<file path="config.mk">
export PLATFORM = sky130hd
export DESIGN_NAME = rbp_readout_port
export DESIGN_NICKNAME = d
export VERILOG_FILES = /design/src/rbp_pkg.sv /design/src/rbp_tmr_if.sv /design/src/rbp_interval_timer.sv /design/src/rbp_readout_port.sv
export SDC_FILE = /design/constraint.sdc
export NUM_CORES = 1
export LEC_CHECK = 0
export BUFFER_PORTS_ARGS = -buffer_cell sky130_fd_sc_hd__buf_2
export CORE_AREA = 3 3 103 105
export DETAILED_ROUTE_END_ITERATION = 10
export DIE_AREA = 0 0 106 108
export PLACE_DENSITY = 0.82
export SYNTH_ARGS = -nofsm -noshare
export SYNTH_HDL_FRONTEND = slang
export SYNTH_SLANG_ARGS = --single-unit
</file>
<file path="constraint.sdc">
create_clock -name clk_i -period 5.5 [get_ports clk_i]
set_clock_uncertainty 0.05 [all_clocks]
set_input_delay 0.275 -clock clk_i [delete_from_list [all_inputs] [get_ports clk_i]]
set_output_delay 0.275 -clock clk_i [all_outputs]
set_load 0.1 [all_outputs]
</file>
<file path="src/rbp_pkg.sv">
// package: port map, control fields and timing counts for the readout bus port
`default_nettype none
package rbp_pkg;
	// port addresses, upper address nibble decodes the port
	localparam logic [3:0] CTRL_PORT_NIB = 4'h5;
	localparam logic [3:0] ADDR_DATA_PORT_NIB = 4'h2;
	localparam logic [7:0] CTRL_PORT_ADDR = 8'h5F;
	localparam logic [7:0] ADDR_DATA_PORT_ADDR = 8'h2F;
	// control port fields
	localparam int CTRL_ON_BIT = 0;
	localparam int CTRL_ADDR_MODE_BIT = 1;
	localparam int CTRL_PAGE1_BIT = 2;
	localparam int CTRL_MAX_SPAN_BIT = 3;
	localparam logic [7:0] CTRL_RESET = 8'h00;
	// address/data port fields
	localparam int AD_CODE_MSB = 5;
	localparam int AD_VSHIFT_BIT = 6;
	localparam int AD_BLANK_BIT = 7;
	localparam logic [5:0] ADDR_LATCH_RESET = 6'h00;
	// timing, times in ns and derived clock counts
	localparam int CLK_PERIOD_NS = 5;
	localparam int OFF_TIME_NS = 175000;
	localparam int RETRACE_NS = 5900;
	localparam int UNBLANK_NS = 5000;
	localparam int OFF_CYCLES = (OFF_TIME_NS + CLK_PERIOD_NS - 1) / CLK_PERIOD_NS;
	localparam int RETRACE_CYCLES = (RETRACE_NS + CLK_PERIOD_NS - 1) / CLK_PERIOD_NS;
	localparam int UNBLANK_CYCLES = UNBLANK_NS / CLK_PERIOD_NS;
	localparam int TMR_W = 16;
	// marker sequencer states
	typedef enum logic [2:0] {
		MK_IDLE = 3'b001,
		MK_RETRACE = 3'b010,
		MK_UNBLANK = 3'b100
	} rbp_mk_e;
endpackage
`default_nettype wire

</file>
<file path="src/rbp_tmr_if.sv">
// interface: start/load/done group between the sequencer and one interval timer
`default_nettype none
interface rbp_tmr_if;
	logic start;
	logic [15:0] load;
	logic busy;
	logic done;
	modport ctl (output start, output load, input busy, input done);
	modport tmr (input start, input load, output busy, output done);
endinterface
`default_nettype wire
</file>
<file path="src/rbp_interval_timer.sv">
// module: one-shot interval timer, busy for load cycles, done pulse at the end
`default_nettype none
module rbp_interval_timer (
	input wire logic clk_i,
	input wire logic nrst_i,
	rbp_tmr_if.tmr t
);
	logic [15:0] cnt_q;
	logic busy_q;
	logic done_q;

	// count down from one below the load value to zero; a start while busy retriggers
	always_ff @(posedge clk_i) begin
		if (!nrst_i) begin
			cnt_q <= 16'h0000;
			busy_q <= 1'b0;
			done_q <= 1'b0;
		end else if (t.start) begin
			cnt_q <= t.load - 16'h0001;
			busy_q <= 1'b1;
			done_q <= 1'b0;
		end else if (busy_q && cnt_q == 16'h0000) begin
			busy_q <= 1'b0;
			done_q <= 1'b1;
		end else begin
			if (busy_q) begin
				cnt_q <= cnt_q - 16'h0001;
			end
			done_q <= 1'b0;
		end
	end

	assign t.busy = busy_q;
	assign t.done = done_q;
endmodule
`default_nettype wire

</file>
<file path="src/rbp_readout_port.sv">
// module: readout bus port, character RAM loader, beam arbitration and marker dot
//
// Behaviour
// - control port decodes at upper nibble 5, address/data port at nibble 2
// - port select only while generator beam ownership low and strobe-valid high
// - addressed port captures bus data when strobe-valid falls; host holds data
// - only control bits 0-3 act; bit 0 switches character readout on or off
// - readout on: off-timer sets beam ownership, dot gate on, position addresses RAM
// - control bit 1 chooses address (1) or data (0) for address/data writes
// - address mode: no RAM write, bus isolated, address latched at strobe fall
// - data mode: address/data write strobes a RAM write with bus data
// - control bit 2 set picks normal page, clear picks 64-character message page
// - control bit 3 steers marker from tuning voltage, else marker centered
// - data bits 0-5 carry low RAM address or character code
// - data bit 6 moves upper row to mid-screen, lower row off screen
// - data bit 7 marks blank; keeps deflect-off high while ownership is held
// - marker dot refreshed right after upper readout row is scanned
// - marker starts on falling edge of row-done and drives marker-active low
// - during marker, vertical inputs 4 and 5 on, rows zero, horizontal selected
// - during marker, deflect-off driven low so amplifiers take marker signals
// - after about 5.9 us retrace, beam-on pulse of about 5 us draws dot
// - marker-active stays low until the unblank pulse has finished
// - readout off 175 us between characters, then ownership taken for next one
`default_nettype none
module rbp_readout_port #(
	parameter int OFF_CYC = rbp_pkg::OFF_CYCLES
) (
	input wire logic clk_i,
	input wire logic nrst_i,
	input wire logic [7:0] bus_addr_i,
	input wire logic [7:0] bus_data_i,
	input wire logic data_valid_i,
	input wire logic char_done_i,
	input wire logic upper_row_done_n_i,
	input wire logic [5:0] position_i,
	input wire logic [7:0] ram_rdata_i,
	output logic [6:0] ram_addr_o,
	output logic [7:0] ram_wdata_o,
	output logic ram_we_o,
	output logic ram_bus_connect_o,
	output logic readout_on_o,
	output logic dot_gate_en_o,
	output logic generator_owns_beam_o,
	output logic readout_deflect_off_o,
	output logic marker_active_n_o,
	output logic readout_beam_on_o,
	output logic [1:0] marker_vert_o,
	output logic marker_horiz_tune_o,
	output logic vertical_shift_o
);
	// two-stage synchronisers for the bus, strobe, char-done and row-done pin inputs
	logic [7:0] addr_s1_q, addr_s2_q;
	logic [7:0] data_s1_q, data_s2_q;
	logic valid_s1_q, valid_s2_q, valid_d1_q;
	logic cdone_s1_q, cdone_s2_q, cdone_d1_q;
	logic top_s1_q, top_s2_q, top_d1_q;

	// port state
	logic [7:0] ctrl_q;
	logic [5:0] addr_latch_q;
	logic sel_ctrl_q, sel_data_q;
	logic [7:0] wdata_q;
	logic we_q;

	// beam arbitration and marker
	logic generator_owns_beam_q;
	logic off_armed_q;
	rbp_pkg::rbp_mk_e mk_q;

	logic valid_fall, cdone_rise, top_fall;
	logic decode_en;
	logic readout_on, addr_mode, page1, max_span;
	logic marker_on;

	rbp_tmr_if off_t ();
	rbp_tmr_if ret_t ();
	rbp_tmr_if unb_t ();

	rbp_interval_timer u_off (
		.clk_i(clk_i),
		.nrst_i(nrst_i),
		.t(off_t)
	);
	rbp_interval_timer u_ret (
		.clk_i(clk_i),
		.nrst_i(nrst_i),
		.t(ret_t)
	);
	rbp_interval_timer u_unb (
		.clk_i(clk_i),
		.nrst_i(nrst_i),
		.t(unb_t)
	);

	// bring bus and scan pins into the clock domain
	always_ff @(posedge clk_i) begin
		if (!nrst_i) begin
			addr_s1_q <= 8'h00;
			addr_s2_q <= 8'h00;
			data_s1_q <= 8'h00;
			data_s2_q <= 8'h00;
			valid_s1_q <= 1'b0;
			valid_s2_q <= 1'b0;
			cdone_s1_q <= 1'b0;
			cdone_s2_q <= 1'b0;
			top_s1_q <= 1'b1;
			top_s2_q <= 1'b1;
		end else begin
			addr_s1_q <= bus_addr_i;
			addr_s2_q <= addr_s1_q;
			data_s1_q <= bus_data_i;
			data_s2_q <= data_s1_q;
			valid_s1_q <= data_valid_i;
			valid_s2_q <= valid_s1_q;
			cdone_s1_q <= char_done_i;
			cdone_s2_q <= cdone_s1_q;
			top_s1_q <= upper_row_done_n_i;
			top_s2_q <= top_s1_q;
		end
	end

	// edge history, read only from the second synchroniser stage
	always_ff @(posedge clk_i) begin
		if (!nrst_i) begin
			valid_d1_q <= 1'b0;
			cdone_d1_q <= 1'b0;
			top_d1_q <= 1'b1;
		end else begin
			valid_d1_q <= valid_s2_q;
			cdone_d1_q <= cdone_s2_q;
			top_d1_q <= top_s2_q;
		end
	end

	assign valid_fall = valid_d1_q && !valid_s2_q;
	assign cdone_rise = cdone_s2_q && !cdone_d1_q;
	assign top_fall = top_d1_q && !top_s2_q;

	// decoded control fields
	assign readout_on = ctrl_q[rbp_pkg::CTRL_ON_BIT];
	assign addr_mode = ctrl_q[rbp_pkg::CTRL_ADDR_MODE_BIT];
	assign page1 = ctrl_q[rbp_pkg::CTRL_PAGE1_BIT];
	assign max_span = ctrl_q[rbp_pkg::CTRL_MAX_SPAN_BIT];

	// decoder runs only with beam not owned and strobe-valid high
	assign decode_en = !generator_owns_beam_q && valid_s2_q;

	// remember which port the strobe addressed while it was valid
	always_ff @(posedge clk_i) begin
		if (!nrst_i) begin
			sel_ctrl_q <= 1'b0;
			sel_data_q <= 1'b0;
		end else if (decode_en) begin
			sel_ctrl_q <= addr_s2_q[7:4] == rbp_pkg::CTRL_PORT_NIB;
			sel_data_q <= addr_s2_q[7:4] == rbp_pkg::ADDR_DATA_PORT_NIB;
		end else if (!valid_s2_q) begin
			sel_ctrl_q <= 1'b0;
			sel_data_q <= 1'b0;
		end
	end

	// bus data held at the last valid cycle, taken when the strobe falls
	always_ff @(posedge clk_i) begin
		if (!nrst_i) begin
			wdata_q <= 8'h00;
		end else if (decode_en) begin
			wdata_q <= data_s2_q;
		end
	end

	// control port; upper four bits have no function and are kept zero
	always_ff @(posedge clk_i) begin
		if (!nrst_i) begin
			ctrl_q <= rbp_pkg::CTRL_RESET;
		end else if (valid_fall && sel_ctrl_q) begin
			ctrl_q <= {4'h0, wdata_q[3:0]};
		end
	end

	// address latch loads only in address mode
	always_ff @(posedge clk_i) begin
		if (!nrst_i) begin
			addr_latch_q <= rbp_pkg::ADDR_LATCH_RESET;
		end else if (valid_fall && sel_data_q && addr_mode) begin
			addr_latch_q <= wdata_q[rbp_pkg::AD_CODE_MSB:0];
		end
	end

	// one-cycle RAM write strobe in data mode; host sequencing
	always_ff @(posedge clk_i) begin
		if (!nrst_i) begin
			we_q <= 1'b0;
		end else begin
			we_q <= valid_fall && sel_data_q && !addr_mode;
		end
	end

	// beam ownership: off-timer sets it, end of character clears it
	always_ff @(posedge clk_i) begin
		if (!nrst_i) begin
			generator_owns_beam_q <= 1'b0;
		end else if (!readout_on || cdone_rise) begin
			generator_owns_beam_q <= 1'b0;
		end else if (off_t.done) begin
			generator_owns_beam_q <= 1'b1;
		end
	end

	// off-timer starts once, in the first cycle that readout is on and beam is not owned
	always_ff @(posedge clk_i) begin
		if (!nrst_i) begin
			off_armed_q <= 1'b0;
		end else if (!readout_on || generator_owns_beam_q) begin
			off_armed_q <= 1'b0;
		end else begin
			off_armed_q <= 1'b1;
		end
	end

	assign off_t.start = readout_on && !generator_owns_beam_q && !off_armed_q;
	assign off_t.load = 16'(OFF_CYC);

	// marker sequencer: retrace wait then unblank pulse
	always_ff @(posedge clk_i) begin
		if (!nrst_i) begin
			mk_q <= rbp_pkg::MK_IDLE;
		end else begin
			case (mk_q)
				rbp_pkg::MK_IDLE: begin
					if (top_fall) begin
						mk_q <= rbp_pkg::MK_RETRACE;
					end
				end
				rbp_pkg::MK_RETRACE: begin
					if (ret_t.done) begin
						mk_q <= rbp_pkg::MK_UNBLANK;
					end
				end
				rbp_pkg::MK_UNBLANK: begin
					if (unb_t.done) begin
						mk_q <= rbp_pkg::MK_IDLE;
					end
				end
				default: begin
					mk_q <= rbp_pkg::MK_IDLE;
				end
			endcase
		end
	end

	assign ret_t.start = mk_q == rbp_pkg::MK_IDLE && top_fall;
	assign ret_t.load = 16'(rbp_pkg::RETRACE_CYCLES);
	assign unb_t.start = ret_t.done && mk_q == rbp_pkg::MK_RETRACE;
	assign unb_t.load = 16'(rbp_pkg::UNBLANK_CYCLES);

	assign marker_on = mk_q != rbp_pkg::MK_IDLE;

	// RAM address and write path
	always_ff @(posedge clk_i) begin
		if (!nrst_i) begin
			ram_addr_o <= 7'h00;
			ram_wdata_o <= 8'h00;
		end else begin
			if (readout_on) begin
				ram_addr_o <= {page1, position_i};
			end else begin
				ram_addr_o <= {page1, addr_latch_q};
			end
			ram_wdata_o <= wdata_q;
		end
	end

	assign ram_we_o = we_q;
	assign ram_bus_connect_o = !addr_mode;

	// beam and marker outputs
	always_ff @(posedge clk_i) begin
		if (!nrst_i) begin
			readout_deflect_off_o <= 1'b1;
			marker_active_n_o <= 1'b1;
			readout_beam_on_o <= 1'b0;
			marker_vert_o <= 2'b00;
			marker_horiz_tune_o <= 1'b0;
			vertical_shift_o <= 1'b0;
		end else begin
			// blank characters keep the trace on the spectrum
			readout_deflect_off_o <= !(marker_on ||
				(generator_owns_beam_q && !ram_rdata_i[rbp_pkg::AD_BLANK_BIT]));
			marker_active_n_o <= !marker_on;
			readout_beam_on_o <= mk_q == rbp_pkg::MK_UNBLANK;
			marker_vert_o <= marker_on ? 2'b11 : 2'b00;
			marker_horiz_tune_o <= marker_on && max_span;
			vertical_shift_o <= ram_rdata_i[rbp_pkg::AD_VSHIFT_BIT];
		end
	end

	assign readout_on_o = readout_on;
	assign dot_gate_en_o = readout_on && generator_owns_beam_q;
	assign generator_owns_beam_o = generator_owns_beam_q;
endmodule
`default_nettype wire

</file>
## After elaboration in Yosys (flattened, before gate mapping)

Index checks and enable logic that the tools add are counted.
Widths: inputs -> output; s select.

| operators by class | value |
|---|---|
| $add $sub $neg | 3 |
| bitwise logic cells | 4 |
| $lt $le $gt $ge | 0 |
| shifts and indexed selects | 0 |
| reductions and logical operators | 51 |
| div/mod/pow operators | 0 |
| multiplexer cells | 28 |
| eq/ne operators | 13 |
| $mul | 0 |

Operators with widths:

| operator | count |
|---|---|
| $logic_not 16->1 | 3 |
| $mux 16 | 3 |
| $sub 16x1->16 const B | 3 |
| $mux 11 | 3 |
| $mux 10 | 3 |
| $logic_and 1x1->1 | 18 |
| $mux 1 | 13 |
| $reduce_and 2->1 | 6 |
| $reduce_bool 2->1 | 6 |
| $logic_not 1->1 | 10 |
| $mux 3 | 3 |
| $pmux 3 s3 | 1 |
| $ne 2x1->1 const B | 4 |
| $reduce_or 2->1 | 4 |
| $mux 6 | 1 |
| $ne 2x2->1 const B | 3 |
| $eq 4x2->1 const B | 1 |
| $eq 4x3->1 const B | 1 |
| $not 1->1 | 4 |
| $eq 3x1->1 const B | 1 |
| $eq 3x2->1 const B | 1 |
| $eq 3x3->1 const B | 1 |
| $logic_or 1x1->1 | 3 |
| $ne 3x1->1 const B | 1 |
| 2 further kinds | 2 |

| storage, ports and cells | value |
|---|---|
| memories | 0 |
| RAM bits | 0 |
| latch bits | 0 |
| output and inout port bits | 27 |
| bits in registers | 143 |
| bits in read-only memories | 0 |

## Logic depth before layout (Yosys ltp)

| logic depth | value |
|---|---|
| depth after elaboration | 5 |
| mapped depth | 7 |

## By module

From an unflattened synthesis, not the netlist that was laid out.

| unflattened totals | value |
|---|---|
| cell total of the unflattened synthesis | 734 |
| area total of the unflattened synthesis | 6710.2 µm² |

By module, submodules not included:

| module | area an instance (µm²) | times used | sequential area each (µm²) | cells an instance |
|---|---|---|---|---|
| rbp_interval_timer | 1366.3 | 3 | 360.3 | 167 |
| rbp_readout_port | 2611.3 | 1 | 1601.5 | 233 |

## Worst setup path after synthesis

No wires, ideal clock.

| timing | value |
|---|---|
| kind | register to output |
| from | register ctrl_q[0] |
| to | output dot_gate_en_o |
| arrival time | 2.199 ns |
| setup slack | 2.976 ns |
| cell stages (with the launch flop) | 3 |
| path through | dfxtp_1 clkbuf_1 and2_1 |

| on the way | value |
|---|---|
| cells in the longest elaborated chain, start to end | 1 |

Ends and longest elaborated chain:

| item | RTL line | source |
|---|---|---|
| from (decl) | rbp_readout_port.sv:59 | `logic [7:0] ctrl_q;` |
| from (signal assigned) | rbp_readout_port.sv:174 | `ctrl_q <= rbp_pkg::CTRL_RESET;` |
| from (signal assigned) | rbp_readout_port.sv:176 | `ctrl_q <= {4'h0, wdata_q[3:0]};` |
| $logic_and 1x1->1 | rbp_readout_port.sv:298 | `assign dot_gate_en_o = readout_on && generator_owns_beam_q;` |
| to (decl) | rbp_readout_port.sv:42 | `output logic dot_gate_en_o,` |

Every way passes these cells.

## Worst setup path after layout

| timing | value |
|---|---|
| from | register u_ret.cnt_q[0] |
| to | register u_ret.cnt_q[1] |

| on the way | value |
|---|---|
| cells in the longest elaborated chain, start to end | 4 |
| elaborated cells on any way between the ends | 8 |
| classes of those cells | add/sub: 1; eq/ne: 1; mux: 3; reduce/logical: 3 |

Ends and longest elaborated chain:

| item | RTL line | source |
|---|---|---|
| from (decl) | rbp_interval_timer.sv:8 | `logic [15:0] cnt_q;` |
| from (signal assigned) | rbp_interval_timer.sv:19 | `cnt_q <= t.load - 16'h0001;` |
| from (signal assigned) | rbp_interval_timer.sv:27 | `cnt_q <= cnt_q - 16'h0001;` |
| $sub 16x1->16 / $logic_not 16->1 (equally long branches) | rbp_interval_timer.sv:27, rbp_interval_timer.sv:22 |  |
| $mux 11 / $logic_and 1x1->1 (equally long branches) | rbp_interval_timer.sv:26, rbp_interval_timer.sv:22 |  |
| $mux 11 / $ne 2x2->1 (equally long branches) | n/a |  |
| $mux 11 / $reduce_and 2->1 (equally long branches) | n/a |  |

Several ways; a longest one is shown, not always the timed one. The select of a mux whose other input is x is not followed.
A chain may end at the register's enable or synchronous reset.

==> impl_results.md <==
- Final Util: 66.8%
- H-tree lvl count: 4
- Clk pwr share: between 40% and 50%
- Fin. Hold Viols: 0
- Switching power: ~0.00065 W
- Fin. max-slew vios: 0
- Status: completed
- Initial core utilization: a little over half
- Gpl congestion: about 0.84
- Area leader, netlist: dfxtp_1
- PwrDens: between 300 and 400 mW/mm^2
- Unrepaired setup endpoints after global routing: false
- Switching portion of total power: between 20% and 30%
- Via count: around 4400
- Tmin final: 2480 ps
- Mapped Area: 0.00534 sq mm
- Leakage power: between 2 and 3 nW
- Cells after DPL: slightly above 700
- Ys async rst share: 0%
- Root buffer cell: clkbuf_8
- Int Pwr: around 0.0017 W
- DR DRC count: 0
- Multi-input gate area: 0.00251 sq mm
- CP required: 5860 ps
- Global-route wire length before repair: between 15000 and 20000 um
- Starting DRC count in detailed routing: 228
- Max FO, Critical Path: 9
- # port buffers: between 50 and 60
- Post-Syn Nets: between 500 and 600
- Total grt overflow: 0
- Filler instances: between 700 and 800
- Top FF cell, synth: dfxtp_1
- Largest stage delay, worst path: 670 ps
- Share of cells above drive strength 1: 16.8%
- CP Launch Type: flop
- Achievable Freq: between 0.4 and 0.5 GHz
- Antenna violations before repair: 0
- Combinational share of power: 9.1%
- Placement Rows: 36
- Average size of a mapped cell: between 9 and 10 sq um
- Aggregate global-route resource usage: ~22%
- Critical Path Slowest Stage Cell: or4b_2
- Antenna-violating nets left: 0
- Num Clock Sinks: roughly 130
- Die width: about 110 um
- Final HPWL DP: roughly 7000 um
- Largest net degree at the start of global routing: 60
- Ant. Diodes: 0
- Cells after synthesis: 555
- Top post-synthesis cells by area: dfxtp_1, mux2i_1, and2_1
- Slew @ Worst Pin: 949 ps
- Worst Hold Class: in -> reg
- Layout Area Growth over Synthesis: 21.8%
- Most common cell after layout, fill and taps aside: dfxtp_1
- Die ar.: around 0.011 sq mm
- Post-CTS Setup Inserts: 0
- Seq/Total Area, Yosys: between 50% and 60%
- Nets: approximately 660
- Endpoints failing setup: 0
- Max cap viols: 0
- DRT Wirelength: ~12000 um
- Fin crit share: between 40% and 50%
- Worst rel slew slack: a little over a third
- Critical path class: reg -> reg
- WP data arrival: ~2800 ps
- Drt wl/cell: between 15 and 20 um
- CTS tree: done
- Core area: 0.00973 sq mm
- Hold Path Depth: 3
- Worst-path clk slew: about 60 ps
- FF+latch count, synth: around 130
- Flop2flop setup slack: 3020 ps
- R2R depth: 6
- DRT Pass-1 Iters: 5
- Setup tns final: 0 ps
- Distinct cells, synth: 53
- Number of CTS-inserted buffers: 17
- Avg Vias per Cell: ~5.7
- CP Capture Type: flop
- Vias in the first global route: 4224
- Sequential Area: 0.00268 sq mm
- Clk buf depth: 2
- I/O Pins: 62
- Post-synth EDFFs: 0
- Ys Warns: 0
- Final Non-Filler Cells: 770
- Top-area cell type share of the netlist area: roughly half
- Clk_lat worst skew: 530 ps
- Most frequent cells in the layout: dfxtp_1, buf_2, a21oi_1
- Pre-CTS setup slack: about 3000 ps
- Sequential share of power: 42.6%
- Crit-path cells: inv_1, ha_1, or4b_2, nor4_4, a21oi_1, o311a_1
- DIE HEIGHT: about 110 um
- Final setup margin: about 3000 ps
- Worst VDD drop: slightly above 0.3 mV
path summary, 6_finish.rpt:
kind	startpoint	end
setup / recovery	u_ret.cnt_q[0]	u_ret.cnt_q[1]
hold / removal	ram_rdata_i[7]	readout_deflect_off_o
setup reg to reg	u_ret.cnt_q[0]	u_ret.cnt_q[1]
hold reg to reg	valid_s1_q	valid_s2_q
through the flow:
stage	cell area [sq um]	hold WS, ps	power (W)
6_report	6500	93.7	0.00240
5_1_grt	6500	104	0.00248
4_1_cts	6500	61.0	0.00241
3_5_place_dp	5660	371	0.00124
3_3_place_gp	5660	358	0.00124
2_1_floorplan	5340	326	0.00120
cell type report:
type | count | area share, %
multi-input combinational | 385 | 38.6
timing repair buffer | 74 | 7.43
tap | 133 | 2.56
inverter | 12 | 0.693
sequential | 134 | 41.3
clock buffer | 17 | 6.37
clock inverter | 15 | 3.08
Yosys cell counts, types with 5 or more instances:
library cell	number
a21oi_1	42
a31oi_1	8
and2_1	40
and3_1	5
clkbuf_1	20
dfxtp_1	134
ha_1	5
inv_1	12
mux2i_1	28
nand2_1	28
nand2b_1	13
nand3_1	16
nor2_1	41
nor2b_1	5
nor3_1	11
nor3b_1	6
nor4_1	15
o21ai_0	12
o31ai_1	13
or3_1	21
or4_1	15
or4b_2	7
timing repair:
item                                   4_1_cts  5_1_grt
hold buffers                                22        0
gates resized for setup                      0        0
endpoints found under the hold margin       22        0
sequential cells by signal, indices dropped and copies added, names as in the netlist, 3 cells and up:
signal	flops
ctrl_q	4
ram_wdata_o	8
data_s2_q	8
addr_s1_q	4
u_off.cnt_q	16
ram_addr_o	7
addr_s2_q	4
addr_latch_q	6
data_s1_q	8
u_unb.cnt_q	16
mk_q	3
u_ret.cnt_q	16
wdata_q	8
layer usage:
metal | share of wire [%] | up-vias | GRT usage [%]
met2 | 51 | 135 | 37.1
met3 | 4.9 | 21 | 6.09
met5 | 0 | - | 0
met4 | 2.0 | 0 | 9.16
met1 | 42 | 2054 | 25.7
li1 | - | 2171 | -
cells by family after synthesis:
| family | count (synthesis) | share of synthesized area [%] |
|---|---|---|
| mux | 29 | 5.46 |
| xor+xnor | 1 | 0.164 |
| simple gates | 247 | 27.6 |
| flops | 134 | 50.3 |
| buf+inv | 36 | 2.77 |
| fa+ha+maj | 5 | 1.17 |
| compound gates | 103 | 12.6 |
power groups by stage:
stage,logic [W],clock network [W],registers [W]
final,0.000219,0.00116,0.00102
after global routing,0.000238,0.00122,0.00103
after CTS,0.000217,0.00117,0.00102
after detailed placement,0.000202,0,0.00104
after global placement,0.000197,0,0.00104
after floorplan,0.000126,0,0.00108
worst max-delay path, delay by kind of cell (launching register included):
kind / cells / cell delay [ps]
DFF: 1 / 350
buffers and inverters: 1 / 100
adders and majority gates: 1 / 330
AOI/OAI and AO/OA: 2 / 480
and+or+nand+nor: 2 / 1080
No activity file was read; power rests on OpenSTA's default activity.
